<file path="config.mk">
export PLATFORM = sky130hd
export DESIGN_NAME = dual_operand_function_select
export DESIGN_NICKNAME = d
export VERILOG_FILES = /design/src/dual_fn_pkg.sv /design/src/dual_operand_function_select.sv
export SDC_FILE = /design/constraint.sdc
export NUM_CORES = 1
export LEC_CHECK = 0
export BUFFER_PORTS_ARGS = -buffer_cell sky130_fd_sc_hd__buf_2
export CAP_MARGIN = 15
export CORE_UTILIZATION = 35
export CTS_CLUSTER_DIAMETER = 80
export DETAILED_ROUTE_END_ITERATION = 12
export HOLD_SLACK_MARGIN = 0.03
export PLACE_DENSITY_LB_ADDON = 0.3
export SYNTH_ARGS = -nofsm -noshare
export SYNTH_HDL_FRONTEND = slang
export SYNTH_SLANG_ARGS = --single-unit
</file>
<file path="constraint.sdc">
create_clock -name aclk -period 3.35 [get_ports aclk]
set_input_delay 0.335 -clock aclk [delete_from_list [all_inputs] [get_ports aclk]]
set_output_delay 0.335 -clock aclk [all_outputs]
set_load 0.01 [all_outputs]
</file>
<file path="src/dual_fn_pkg.sv">
// Constants, types and register map of the dual operand function unit.
package dual_fn_pkg;

  // ----------------------------------------------------------------
  // Bus and data widths
  // ----------------------------------------------------------------
  localparam int unsigned DATA_W = 32;
  localparam int unsigned ADDR_W = 8;
  localparam int unsigned NUM_UNITS = 2;
  localparam int unsigned MODE_W = 3;

  // ----------------------------------------------------------------
  // Register map, byte addresses
  // ----------------------------------------------------------------
  localparam logic [ADDR_W-1:0] OFS_UNIT0 = 8'h00;
  localparam logic [ADDR_W-1:0] OFS_UNIT1 = 8'h10;
  localparam logic [3:0] OFS_OPERAND_A = 4'h0;
  localparam logic [3:0] OFS_OPERAND_B = 4'h4;
  localparam logic [3:0] OFS_CONTROL = 4'h8;
  localparam logic [3:0] OFS_RESULT = 4'hc;
  localparam logic [ADDR_W-1:0] OFS_TICK_COUNT = 8'h20;

  // ----------------------------------------------------------------
  // Control register fields
  // ----------------------------------------------------------------
  localparam int unsigned CTRL_ENABLE_BIT = 0;
  localparam int unsigned CTRL_MODE_LSB = 4;

  // ----------------------------------------------------------------
  // Reset values
  // ----------------------------------------------------------------
  localparam logic signed [DATA_W-1:0] OPERAND_RESET = 32'h0000_0000;
  localparam logic ENABLE_RESET = 1'b0;
  localparam logic [MODE_W-1:0] MODE_RESET = 3'h0;

  // Logical true is 1.00 in hundredths.
  localparam logic signed [DATA_W-1:0] FIXED_ONE = 32'h0000_0064;
  localparam logic signed [DATA_W-1:0] FIXED_ZERO = 32'h0000_0000;

  // ----------------------------------------------------------------
  // Execution tick timing
  // ----------------------------------------------------------------
  localparam int unsigned CLOCK_HZ = 20_000_000;
  localparam int unsigned TICK_TIME_US = 10;
  localparam int unsigned TICK_CYCLES = (TICK_TIME_US * (CLOCK_HZ / 1_000_000));
  localparam int unsigned TICK_W = 8;
  localparam logic [TICK_W-1:0] TICK_LAST = TICK_W'(TICK_CYCLES - 1);

  // ----------------------------------------------------------------
  // Bus responses
  // ----------------------------------------------------------------
  localparam logic [1:0] RESP_OKAY = 2'h0;
  localparam logic [1:0] RESP_SLVERR = 2'h2;

  // ----------------------------------------------------------------
  // Types
  // ----------------------------------------------------------------
  typedef enum logic [MODE_W-1:0] {
    MODE_SWITCH = 3'h0,
    MODE_LOGIC_INVERT = 3'h1,
    MODE_AND = 3'h2,
    MODE_OR = 3'h3,
    MODE_NEGATE_VALUE = 3'h4,
    MODE_MODULUS = 3'h5,
    MODE_COMPARATOR = 3'h6
  } fn_mode_t;

  typedef struct packed {
    logic signed [DATA_W-1:0] operand_a;
    logic signed [DATA_W-1:0] operand_b;
    logic enable;
    logic [MODE_W-1:0] mode;
  } unit_cfg_t;

endpackage

</file>
<file path="src/dual_operand_function_select.sv">
// Two configurable function units with an AXI4-Lite register slave.
//
// Our own choices: the placing of the registers and the AXI4-Lite register port.
`timescale 1ns/100ps
// Operation
// RULE1: Two independent units, each with own operands, enable, mode and output.
// RULE2: Enable off makes the output equal the first operand, any mode.
// RULE3: Enable on makes the output the selected operation on both operands.
// RULE4: Mode values 0 to 6 select switch, invert, AND, OR, negate, modulus, compare.
// RULE5: Switch mode with enable on outputs the second operand.
// RULE6: Invert mode with enable on outputs logical inversion of first operand.
// RULE7: AND mode with enable on outputs logical AND of both operands.
// RULE8: OR mode with enable on outputs logical OR of both operands.
// RULE9: Negate mode with enable on outputs the arithmetic negation of first operand.
// RULE10: Modulus mode with enable on outputs absolute value of first operand.
// RULE11: Compare mode with enable on outputs one when first exceeds second, else zero.
// RULE12: Enable may change while running; output follows without reconfiguration.
// RULE13: After reset operands are 0.00 percent and enable is off.
// RULE14: Non-zero operands count as true; logical results are one or zero.
// RULE15: Signed hundredths values; output recomputed and registered each execution tick.
module dual_operand_function_select (
  input wire logic aclk,
  input wire logic aresetn,
  input wire logic [dual_fn_pkg::ADDR_W-1:0] s_axi_awaddr,
  input wire logic [2:0] s_axi_awprot,
  input wire logic s_axi_awvalid,
  output logic s_axi_awready,
  input wire logic [dual_fn_pkg::DATA_W-1:0] s_axi_wdata,
  input wire logic [3:0] s_axi_wstrb,
  input wire logic s_axi_wvalid,
  output logic s_axi_wready,
  output logic [1:0] s_axi_bresp,
  output logic s_axi_bvalid,
  input wire logic s_axi_bready,
  input wire logic [dual_fn_pkg::ADDR_W-1:0] s_axi_araddr,
  input wire logic [2:0] s_axi_arprot,
  input wire logic s_axi_arvalid,
  output logic s_axi_arready,
  output logic [dual_fn_pkg::DATA_W-1:0] s_axi_rdata,
  output logic [1:0] s_axi_rresp,
  output logic s_axi_rvalid,
  input wire logic s_axi_rready,
  output logic signed [dual_fn_pkg::DATA_W-1:0] unit0_result,
  output logic signed [dual_fn_pkg::DATA_W-1:0] unit1_result,
  output logic exec_tick
);
  import dual_fn_pkg::*;

  // ----------------------------------------------------------------
  // Functions
  // ----------------------------------------------------------------

  // Any non-zero value reads as logically true.
  function automatic logic is_true(input logic signed [DATA_W-1:0] v);
    is_true = (v != FIXED_ZERO); // [RULE14]
  endfunction

  function automatic logic signed [DATA_W-1:0] as_fixed(input logic b);
    as_fixed = b ? FIXED_ONE : FIXED_ZERO; // [RULE14]
  endfunction

  function automatic logic signed [DATA_W-1:0] compute(input unit_cfg_t c);
    logic signed [DATA_W-1:0] r;
    r = c.operand_a;
    if (c.enable) begin // [RULE3]
      case (c.mode) // [RULE4]
        MODE_SWITCH: begin
          r = c.operand_b; // [RULE5]
        end
        MODE_LOGIC_INVERT: begin
          r = as_fixed(!is_true(c.operand_a)); // [RULE6]
        end
        MODE_AND: begin
          r = as_fixed(is_true(c.operand_a) && is_true(c.operand_b)); // [RULE7]
        end
        MODE_OR: begin
          r = as_fixed(is_true(c.operand_a) || is_true(c.operand_b)); // [RULE8]
        end
        MODE_NEGATE_VALUE: begin
          r = -c.operand_a; // [RULE9]
        end
        MODE_MODULUS: begin
          r = (c.operand_a < 0) ? -c.operand_a : c.operand_a; // [RULE10]
        end
        MODE_COMPARATOR: begin
          r = as_fixed(c.operand_a > c.operand_b); // [RULE11]
        end
        default: begin
          r = c.operand_a;
        end
      endcase
    end else begin
      r = c.operand_a; // [RULE2]
    end
    compute = r;
  endfunction

  // Merges a written word into an old one, lane by lane.
  function automatic logic [DATA_W-1:0] merge_lanes(input logic [DATA_W-1:0] old,
                                                    input logic [DATA_W-1:0] data,
                                                    input logic [3:0] strb);
    logic [DATA_W-1:0] m;
    m = old;
    for (int i = 0; i < 4; i++) begin
      if (strb[i]) begin
        m[i*8 +: 8] = data[i*8 +: 8];
      end
    end
    merge_lanes = m;
  endfunction

  // Unit index of an address, or NUM_UNITS when the address is outside both units.
  function automatic int unsigned unit_of(input logic [ADDR_W-1:0] a);
    if ((a & 8'hf0) == OFS_UNIT0) begin
      unit_of = 0;
    end else if ((a & 8'hf0) == OFS_UNIT1) begin
      unit_of = 1;
    end else begin
      unit_of = NUM_UNITS;
    end
  endfunction

  // ----------------------------------------------------------------
  // Storage
  // ----------------------------------------------------------------
  unit_cfg_t cfg [NUM_UNITS]; // [RULE1]
  logic signed [DATA_W-1:0] result [NUM_UNITS];
  logic [TICK_W-1:0] tick_div;
  logic [DATA_W-1:0] tick_count;
  logic aw_held;
  logic [ADDR_W-1:0] aw_addr;
  logic w_held;
  logic [DATA_W-1:0] w_data;
  logic [3:0] w_strb;
  logic do_write;
  logic ar_take;
  logic [DATA_W-1:0] next_rdata;
  logic [1:0] next_rresp;
  logic write_ok;

  // ----------------------------------------------------------------
  // Execution tick divider
  // ----------------------------------------------------------------
  always_ff @(posedge aclk) begin
    if (!aresetn) begin
      tick_div <= '0;
      exec_tick <= 1'b0;
    end else if (tick_div == TICK_LAST) begin
      tick_div <= '0;
      exec_tick <= 1'b1;
    end else begin
      tick_div <= tick_div + 1'b1;
      exec_tick <= 1'b0;
    end
  end

  always_ff @(posedge aclk) begin
    if (!aresetn) begin
      tick_count <= '0;
    end else if (exec_tick) begin
      tick_count <= tick_count + 1'b1;
    end
  end

  // ----------------------------------------------------------------
  // Function evaluation
  // ----------------------------------------------------------------
  // The enable and mode are sampled afresh on every tick, so toggling the enable
  // moves the output between the first operand and the function result.
  always_ff @(posedge aclk) begin
    if (!aresetn) begin
      for (int u = 0; u < NUM_UNITS; u++) begin
        result[u] <= OPERAND_RESET;
      end
    end else if (exec_tick) begin
      for (int u = 0; u < NUM_UNITS; u++) begin
        result[u] <= compute(cfg[u]); // [RULE15] [RULE12] [RULE1]
      end
    end
  end

  assign unit0_result = result[0];
  assign unit1_result = result[1];

  // ----------------------------------------------------------------
  // Write channels
  // ----------------------------------------------------------------
  assign s_axi_awready = !aw_held && !s_axi_bvalid;
  assign s_axi_wready = !w_held && !s_axi_bvalid;
  assign do_write = aw_held && w_held && !s_axi_bvalid;
  assign write_ok = (unit_of(aw_addr) < NUM_UNITS) && (aw_addr[1:0] == 2'h0)
                    && (aw_addr[3:0] != OFS_RESULT);

  always_ff @(posedge aclk) begin
    if (!aresetn) begin
      aw_held <= 1'b0;
      aw_addr <= '0;
    end else if (s_axi_awvalid && s_axi_awready) begin
      aw_held <= 1'b1;
      aw_addr <= s_axi_awaddr;
    end else if (do_write) begin
      aw_held <= 1'b0;
    end
  end

  always_ff @(posedge aclk) begin
    if (!aresetn) begin
      w_held <= 1'b0;
      w_data <= '0;
      w_strb <= '0;
    end else if (s_axi_wvalid && s_axi_wready) begin
      w_held <= 1'b1;
      w_data <= s_axi_wdata;
      w_strb <= s_axi_wstrb;
    end else if (do_write) begin
      w_held <= 1'b0;
    end
  end

  always_ff @(posedge aclk) begin
    if (!aresetn) begin
      s_axi_bvalid <= 1'b0;
      s_axi_bresp <= RESP_OKAY;
    end else if (do_write) begin
      s_axi_bvalid <= 1'b1;
      s_axi_bresp <= write_ok ? RESP_OKAY : RESP_SLVERR;
    end else if (s_axi_bready) begin
      s_axi_bvalid <= 1'b0;
    end
  end

  // ----------------------------------------------------------------
  // Configuration registers
  // ----------------------------------------------------------------
  always_ff @(posedge aclk) begin
    if (!aresetn) begin
      for (int u = 0; u < NUM_UNITS; u++) begin
        cfg[u].operand_a <= OPERAND_RESET; // [RULE13]
        cfg[u].operand_b <= OPERAND_RESET; // [RULE13]
        cfg[u].enable <= ENABLE_RESET; // [RULE13]
        cfg[u].mode <= MODE_RESET;
      end
    end else if (do_write && write_ok) begin
      for (int u = 0; u < NUM_UNITS; u++) begin
        if (unit_of(aw_addr) == u) begin
          case (aw_addr[3:0])
            OFS_OPERAND_A: begin
              cfg[u].operand_a <= merge_lanes(cfg[u].operand_a, w_data, w_strb);
            end
            OFS_OPERAND_B: begin
              cfg[u].operand_b <= merge_lanes(cfg[u].operand_b, w_data, w_strb);
            end
            OFS_CONTROL: begin
              if (w_strb[0]) begin
                cfg[u].enable <= w_data[CTRL_ENABLE_BIT];
                cfg[u].mode <= w_data[CTRL_MODE_LSB +: MODE_W];
              end
            end
            default: begin
            end
          endcase
        end
      end
    end
  end

  // ----------------------------------------------------------------
  // Read channel
  // ----------------------------------------------------------------
  assign s_axi_arready = !s_axi_rvalid;
  assign ar_take = s_axi_arvalid && s_axi_arready;

  always_comb begin
    int unsigned u;
    u = unit_of(s_axi_araddr);
    next_rdata = '0;
    next_rresp = RESP_OKAY;
    if (s_axi_araddr[1:0] != 2'h0) begin
      next_rresp = RESP_SLVERR;
    end else if (s_axi_araddr == OFS_TICK_COUNT) begin
      next_rdata = tick_count;
    end else if (u < NUM_UNITS) begin
      case (s_axi_araddr[3:0])
        OFS_OPERAND_A: next_rdata = cfg[u].operand_a;
        OFS_OPERAND_B: next_rdata = cfg[u].operand_b;
        OFS_CONTROL: begin
          next_rdata[CTRL_ENABLE_BIT] = cfg[u].enable;
          next_rdata[CTRL_MODE_LSB +: MODE_W] = cfg[u].mode;
        end
        OFS_RESULT: next_rdata = result[u];
        default: next_rresp = RESP_SLVERR;
      endcase
    end else begin
      next_rresp = RESP_SLVERR;
    end
  end

  always_ff @(posedge aclk) begin
    if (!aresetn) begin
      s_axi_rvalid <= 1'b0;
      s_axi_rdata <= '0;
      s_axi_rresp <= RESP_OKAY;
    end else if (ar_take) begin
      s_axi_rvalid <= 1'b1;
      s_axi_rdata <= next_rdata;
      s_axi_rresp <= next_rresp;
    end else if (s_axi_rready) begin
      s_axi_rvalid <= 1'b0;
    end
  end

endmodule

</file>
==> flow_metrics.py, run 1 <==
metrics = {
    "floorplanning": {
        "initial_core_util": 0.356,
        "dieHeight_um": 228,
        "die_area_sq_um": 52100,
        "coreArea_sq_um": 50400,
        "rows": 82,
        "top_level_ports": 171,
        "die_w_um": 228,
    },
    "synthesis": {
        "syn_avg_cell_area_sq_um": 9.33,
        "syn_area_sq_um": 17900,
        "async_reset_ff_frac": 0,
        "synth_seq_cells": 323,
        "ys.flop_type": "edfxtp_1",
        "synthCells": 1922,
        "synthTopCellsByArea": "edfxtp_1 (33%), dfxtp_1 (14%), nand2_1 (4.9%)",
        "yosysSeqAreaShare": 0.472,
        "synth_top_area_frac": 0.335,
        "synth_edf_count": 200,
        "synth_warnings": 0,
        "synth_cell_type_count": 73,
        "yosys.area.top_type": "edfxtp_1",
    },
    "power": {
        "ir_worst_vdd_mv": 0.300,
        "power_frac_comb": 0.093,
        "clkPwrFrac": 0.450,
        "power.internal_mw": 7.49,
        "powerDensity_nw_per_um2": 472,
        "p_leak_nw": 8.20,
        "totalPowerFinal_mw": 10.1,
        "seq_power_share": 0.457,
        "p_sw_frac": 0.257,
        "p_switching_mw": 2.59,
    },
    "placement": {
        "dp_slack_ns": 0.309,
        "io_buffer_count": 162,
        "gp_congestion": 0.954,
        "dp_hpwl_um": 51300,
    },
    "setup_path": {
        "end_kind": "flip-flop",
        "crit_start": "cfg[1][59]",
        "cp_slowest_stage_delay_ns": 1.00,
        "path_cells": "nor4_1 -> nand3_1 -> o41ai_1 -> a21oi_1 -> o31ai_1 -> o21ai_0",
        "cp_max_fo": 7,
        "r2r_end": "result[1][2]",
        "r2r_setup_slack_ns": 0.12,
        "reg2reg_from": "cfg[1][59]",
        "cp-endpoint": "result[1][2]",
        "crit_type": "flip-flop to flip-flop",
        "cp_slowest_cell": "nor4_1",
        "rr_worst_depth": 6,
        "cp.arrival_ns": 3.52,
        "startpoint_type": "flip-flop",
        "crit_required_ns": 3.64,
    },
    "route": {
        "final_antenna_net_count": 0,
        "via_per_inst": 5.85,
        "firstDrtPassIters": 8,
        "drt-total-wl_um": 67800,
        "drc_errors": 0,
        "drtIter0Drc": 2056,
        "vias": 16400,
        "wl_per_cell_um": 24.1,
    },
    "finish": {
        "area_growth_pct": 19.2,
        "seq_area_sq_um": 8470,
        "drive_above_1_share": 0.155,
        "fin_nets": 2246,
        "n_antenna_cell": 0,
        "multi_input_area_sq_um": 8720,
        "nFillCells": 4963,
    },
    "timing": {
        "final-max-slew-violation-count": 0,
        "rsz0062_at_grt": "false",
        "max_freq_mhz": 309,
        "finClkSkew_ns": 0.0367,
        "tightest_slew_ns": 1.17,
        "final-hold-violation-count": 0,
        "setup_viol": 0,
        "worst_slack_ns": 0.116,
        "fin_tns_setup_ns": 0,
        "slew_headroom": 0.215,
        "layout_min_cycle_time_ns": 3.23,
        "period_share": 0.965,
    },
    "worst_hold_path": {
        "hold_class": "input port to flip-flop",
    },
    "clock_network": {
        "cts.sink_count": 323,
        "cts_made_buffers": 39,
        "clk_latency_ns": 0.57,
        "cts_setup_buffers": 0,
        "path_clk_slew_ns": 0.06,
        "cts_buffer_depth": 3,
        "cts_tree": "built",
        "h-tree-depth": 2,
        "root_buffer": "clkbuf_16",
    },
    "global_routing": {
        "grt_pass1_wl_um": 99700,
        "grt_pass1_vias": 15600,
        "grt_usage": 0.255,
        "grt.overflow.total": 0,
        "grt_max_degree": 95,
        "antenna_found_initial": 1,
    },
    "run_status": {
        "status": "completed",
    },
    "run": {
        "maxCapViolations": 0,
    },
}
-- critical path, delay by kind of cell (launching register included) --
kind | cells | cell delay, ns
flops | 1 | 0.56
simple gates | 2 | 1.33
compound gates | 4 | 1.06
-- per-stage QoR --
step	std cells	instance area (sq um)	utilization	hold slack [ns]
after floorplan	1923	17900	-	0.413
after global placement	2707	19700	0.390	0.427
after detailed placement	2707	19700	0.390	0.439
after CTS	2812	21400	0.424	0.0301
after global routing	2812	21400	0.424	0.0474
final	2812	21400	0.424	0.0497
-- state kept, by name, summed over array words and instances, names as in the netlist --
name	cells
result	64
s_axi_rdata	32
tick_div	8
w_held	1
aw_addr	8
w_strb	4
cfg	136
s_axi_rvalid	1
aw_held	1
s_axi_bresp	1
s_axi_bvalid	1
s_axi_rresp	1
w_data	32
exec_tick	1
tick_count	32
-- cells in the final DEF, fill, tap and decap left out, types with 14 or more instances in the layout --
cell	count
buf_2	162
a222oi_1	32
and2_1	110
nor4_1	33
mux2i_1	33
nand4_1	33
nand2_1	235
nor2_1	162
a21oi_1	151
clkbuf_16	42
o31ai_1	14
o22ai_1	57
ha_1	70
a211o_1	29
dlygate4sd3_1	35
nor3_1	35
xor2_1	25
inv_1	86
o21ai_0	98
edfxtp_1	200
and3_1	20
nand3_1	34
dfxtp_1	123
a2bb2oi_1	28
buf_4	64
xnor2_1	18
-- per-layer routing --
metal	global-route usage	share of wire	vias up	wire length (um)
met5	0	0	-	0
met4	0.107	0.043	0	2910
met3	0.0520	0.092	154	6240
met2	0.389	0.44	914	29800
met1	0.349	0.43	7900	28900
li1	-	-	7469	-
-- power groups by stage --
stage,combinational [mW],clock (mW),sequential (mW)
2_1_floorplan,0.553,0,4.56
5_1_grt,1.03,4.74,4.61
4_1_cts,0.934,4.58,4.59
3_3_place_gp,0.880,0,4.68
3_5_place_dp,0.899,0,4.68
6_report,0.943,4.54,4.60
-- area by class of cell --
| type | instances | area share |
|---|---|---|
| Clock buffer | 49 | 0.0513 |
| Tap cell | 672 | 0.0393 |
| Multi-Input combinational cell | 1398 | 0.408 |
| Timing Repair Buffer | 262 | 0.0777 |
| Clock inverter | 21 | 0.0122 |
| Sequential cell | 323 | 0.396 |
| Inverter | 87 | 0.0153 |
-- cells in the mapped netlist, types with 13 or more instances --
| library cell | count |
|---|---|
| a211o_1 | 29 |
| xor2_1 | 25 |
| ha_1 | 70 |
| and3_1 | 20 |
| edfxtp_1 | 200 |
| nor3_1 | 35 |
| nor4_1 | 35 |
| o31ai_1 | 14 |
| or3_1 | 13 |
| a2bb2oi_1 | 28 |
| nand4_1 | 33 |
| clkbuf_1 | 99 |
| and2_1 | 111 |
| nand3_1 | 34 |
| o21ai_0 | 99 |
| inv_1 | 86 |
| nor2_1 | 162 |
| mux2_2 | 13 |
| nand2_1 | 236 |
| o22ai_1 | 57 |
| dfxtp_1 | 123 |
| a21oi_1 | 151 |
| xnor2_1 | 18 |
| a222oi_1 | 32 |
| mux2i_1 | 33 |
-- timing repair --
| item | in CTS | in global routing |
|---|---|---|
| resized for setup | 0 | 1 |
| endpoints found under the setup margin | 0 | 1 |
| hold buffers | 35 | 0 |
| endpoints found under the hold margin | 35 | 0 |
-- cell families (layout without fill, tap and decap cells) --
logic type	after synthesis	in the layout	synth area share
and+or+nand+nor	742	742	0.205
AOI/OAI and AO/OA	490	490	0.176
DFF	323	323	0.472
buffers and inverters	202	419	0.0433
adders and majority gates	70	70	0.0488
muxes	51	51	0.0329
xor gates and xnor gates	43	43	0.0210
other	1	2	0.000209
-- how the worst min path moves through the flow --
stage	slack [ns]	to	depth (start not counted)	startpoint
2_1_floorplan	0.41	tick_div[0]	1	tick_div[0]
3_3_place_gp	0.43	tick_div[0]	1	tick_div[0]
3_5_place_dp	0.44	tick_div[0]	1	tick_div[0]
4_1_cts	0.03	w_data[3]	3	s_axi_wdata[3]
5_1_grt	0.05	w_data[7]	3	s_axi_wdata[7]
6_report	0.05	w_data[3]	3	s_axi_wdata[3]
(Power assumes the default switching activity.)
==> run 2, diff against run 1 <==
--- a/config.mk
+++ b/config.mk
@@ -7,6 +7,7 @@
 export LEC_CHECK = 0
 export BUFFER_PORTS_ARGS = -buffer_cell sky130_fd_sc_hd__buf_2
 export CAP_MARGIN = 15
+export CORE_MARGIN = 5
 export CORE_UTILIZATION = 35
 export CTS_CLUSTER_DIAMETER = 80
 export DETAILED_ROUTE_END_ITERATION = 12
==> flow_metrics.py, run 2 (synthesis gave the netlist of run 1 again) <==
metrics = {
    "clock_network": {
        "h-tree-depth": 2,
        "cts_buffer_depth": 3,
        "cts_tree": "built",
        "cts_setup_buffers": 0,
        "cts_made_buffers": 39,
        "cts.sink_count": 323,
        "root_buffer": "clkbuf_16",
        "clk_latency_ns": 0.56,
        "path_clk_slew_ns": 0.06,
    },
    "finish": {
        "seq_area_sq_um": 8470,
        "largestRegisters": "cfg x136, result x64",
        "final_cell_count_no_fill": 2827,
        "drive_above_1_share": 0.155,
        "regMostFlops": "cfg",
        "layout_commonest_cell": "nand2_1",
        "final_cell_mix": "nand2_1 (235), edfxtp_1 (200), nor2_1 (162), buf_2 (162), a21oi_1 (151)",
        "n_antenna_cell": 0,
        "area_growth_pct": 19.6,
        "fin_nets": 2251,
        "multi_input_area_sq_um": 8720,
        "nFillCells": 5044,
        "largest_reg_flops": 136,
    },
    "setup_path": {
        "crit_type": "flip-flop to flip-flop",
        "cp_max_fo": 15,
        "end_kind": "flip-flop",
        "cp_slowest_cell": "or4b_2",
        "cp_slowest_stage_delay_ns": 0.68,
        "path_cells": "inv_1 -> ha_1 -> or4b_2 -> nor3b_2 -> buf_4 -> and4_1 -> a221oi_1 -> o31ai_1 -> o21ai_0",
        "crit_required_ns": 3.62,
        "cp.arrival_ns": 3.35,
        "startpoint_type": "flip-flop",
    },
    "timing": {
        "final-max-slew-violation-count": 0,
        "tightest_slew_ns": 1.09,
        "period_share": 0.919,
        "final-hold-violation-count": 0,
        "holdWs_ns": 0.0496,
        "setup_viol": 0,
        "finClkSkew_ns": 0.0166,
        "slew_headroom": 0.271,
        "layout_min_cycle_time_ns": 3.08,
        "fin_tns_setup_ns": 0,
        "rsz0062_at_grt": "false",
        "max_freq_mhz": 325,
    },
    "route": {
        "drtIter0Drc": 2053,
        "drc_errors": 0,
        "drt-total-wl_um": 68300,
        "via_per_inst": 5.77,
        "vias": 16300,
        "wl_per_cell_um": 24.2,
        "final_antenna_net_count": 0,
        "firstDrtPassIters": 6,
    },
    "global_routing": {
        "grt_pass1_wl_um": 99800,
        "grt_usage": 0.235,
        "antenna_found_initial": 0,
        "grt_max_degree": 99,
        "grt_pass1_vias": 15500,
        "grt.overflow.total": 0,
    },
    "placement": {
        "io_buffer_count": 162,
        "gp_congestion": 0.928,
        "dp.cells": 2713,
        "dp_hpwl_um": 52000,
    },
    "floorplanning": {
        "top_level_ports": 171,
        "rows": 83,
        "initial_core_util": 0.352,
        "die_area_sq_um": 55900,
        "dieHeight_um": 236,
        "die_w_um": 236,
        "coreArea_sq_um": 51000,
    },
    "power": {
        "ir_worst_vdd_mv": 0.335,
        "p_leak_nw": 8.23,
        "powerDensity_nw_per_um2": 468,
    },
    "run": {
        "maxCapViolations": 0,
    },
    "run_status": {
        "status": "completed",
    },
    "worst_hold_path": {
        "hold_class": "input port to flip-flop",
    },
}
## run 2: cell count changes in the layout (fill, tap and decap cells not counted), sizes merged
cell,change
dlygate4sd3,+6
buf,-1
clkinvlp,-1
clkinv,-1
bufinv,-1
inv,+2
clkbuf,+3
## run 2: repair_timing
item | in CTS | in global routing
hold buffers | 41 | 0
resized for setup | 0 | 1
endpoints found under the hold margin | 41 | 0
endpoints found under the setup margin | 0 | 2
## run 2: critical path, delay by kind of cell (launching register included)
kind	cells	cell delay [ns]
compound gates	3	0.55
fa+ha+maj	1	0.19
buf+inv	2	0.34
flops	1	0.48
simple gates	3	1.21
## run 2: final cells by class
type | count | area share
clock inverter | 20 | 0.0120
multi-input combinational | 1398 | 0.406
timing repair buffer | 267 | 0.0803
inverter | 87 | 0.0153
tap | 680 | 0.0397
clock buffer | 52 | 0.0516
sequential | 323 | 0.395
## run 2: metal layers
layer  wire length [um]  vias up  track usage
met1              28500     7809        0.321
met4               3440        0        0.104
met2              29600      882        0.358
met5                  0        -            0
li1                   -     7483            -
met3               6720      135       0.0491
## run 2: worst paths after layout
path                                     start      endpoint  slack [ns]  cells past startpoint
worst max register to register      cfg[0][37]  result[0][5]        0.27                      9
worst max-delay path                cfg[0][37]  result[0][5]        0.27                      9
worst min register to register     tick_div[0]   tick_div[0]        0.44                      1
worst min-delay path            s_axi_wdata[4]     w_data[4]        0.05                      3
## run 2: where the power goes
group	switching (mW)	internal (mW)
logic	0.581	0.364
clock network	1.76	2.73
registers	0.250	4.35
## run 2: metrics by stage
stage                     total power, mW  utilization  instance area [sq um]  worst slack [ns]
after floorplan                      5.11            -                  17900             0.526
after global placement               5.56        0.385                  19700             0.220
after detailed placement             5.58        0.385                  19700             0.183
after CTS                            10.1        0.420                  21400             0.160
after global routing                 10.4        0.421                  21500            0.0873
final                                10.0        0.421                  21500             0.271
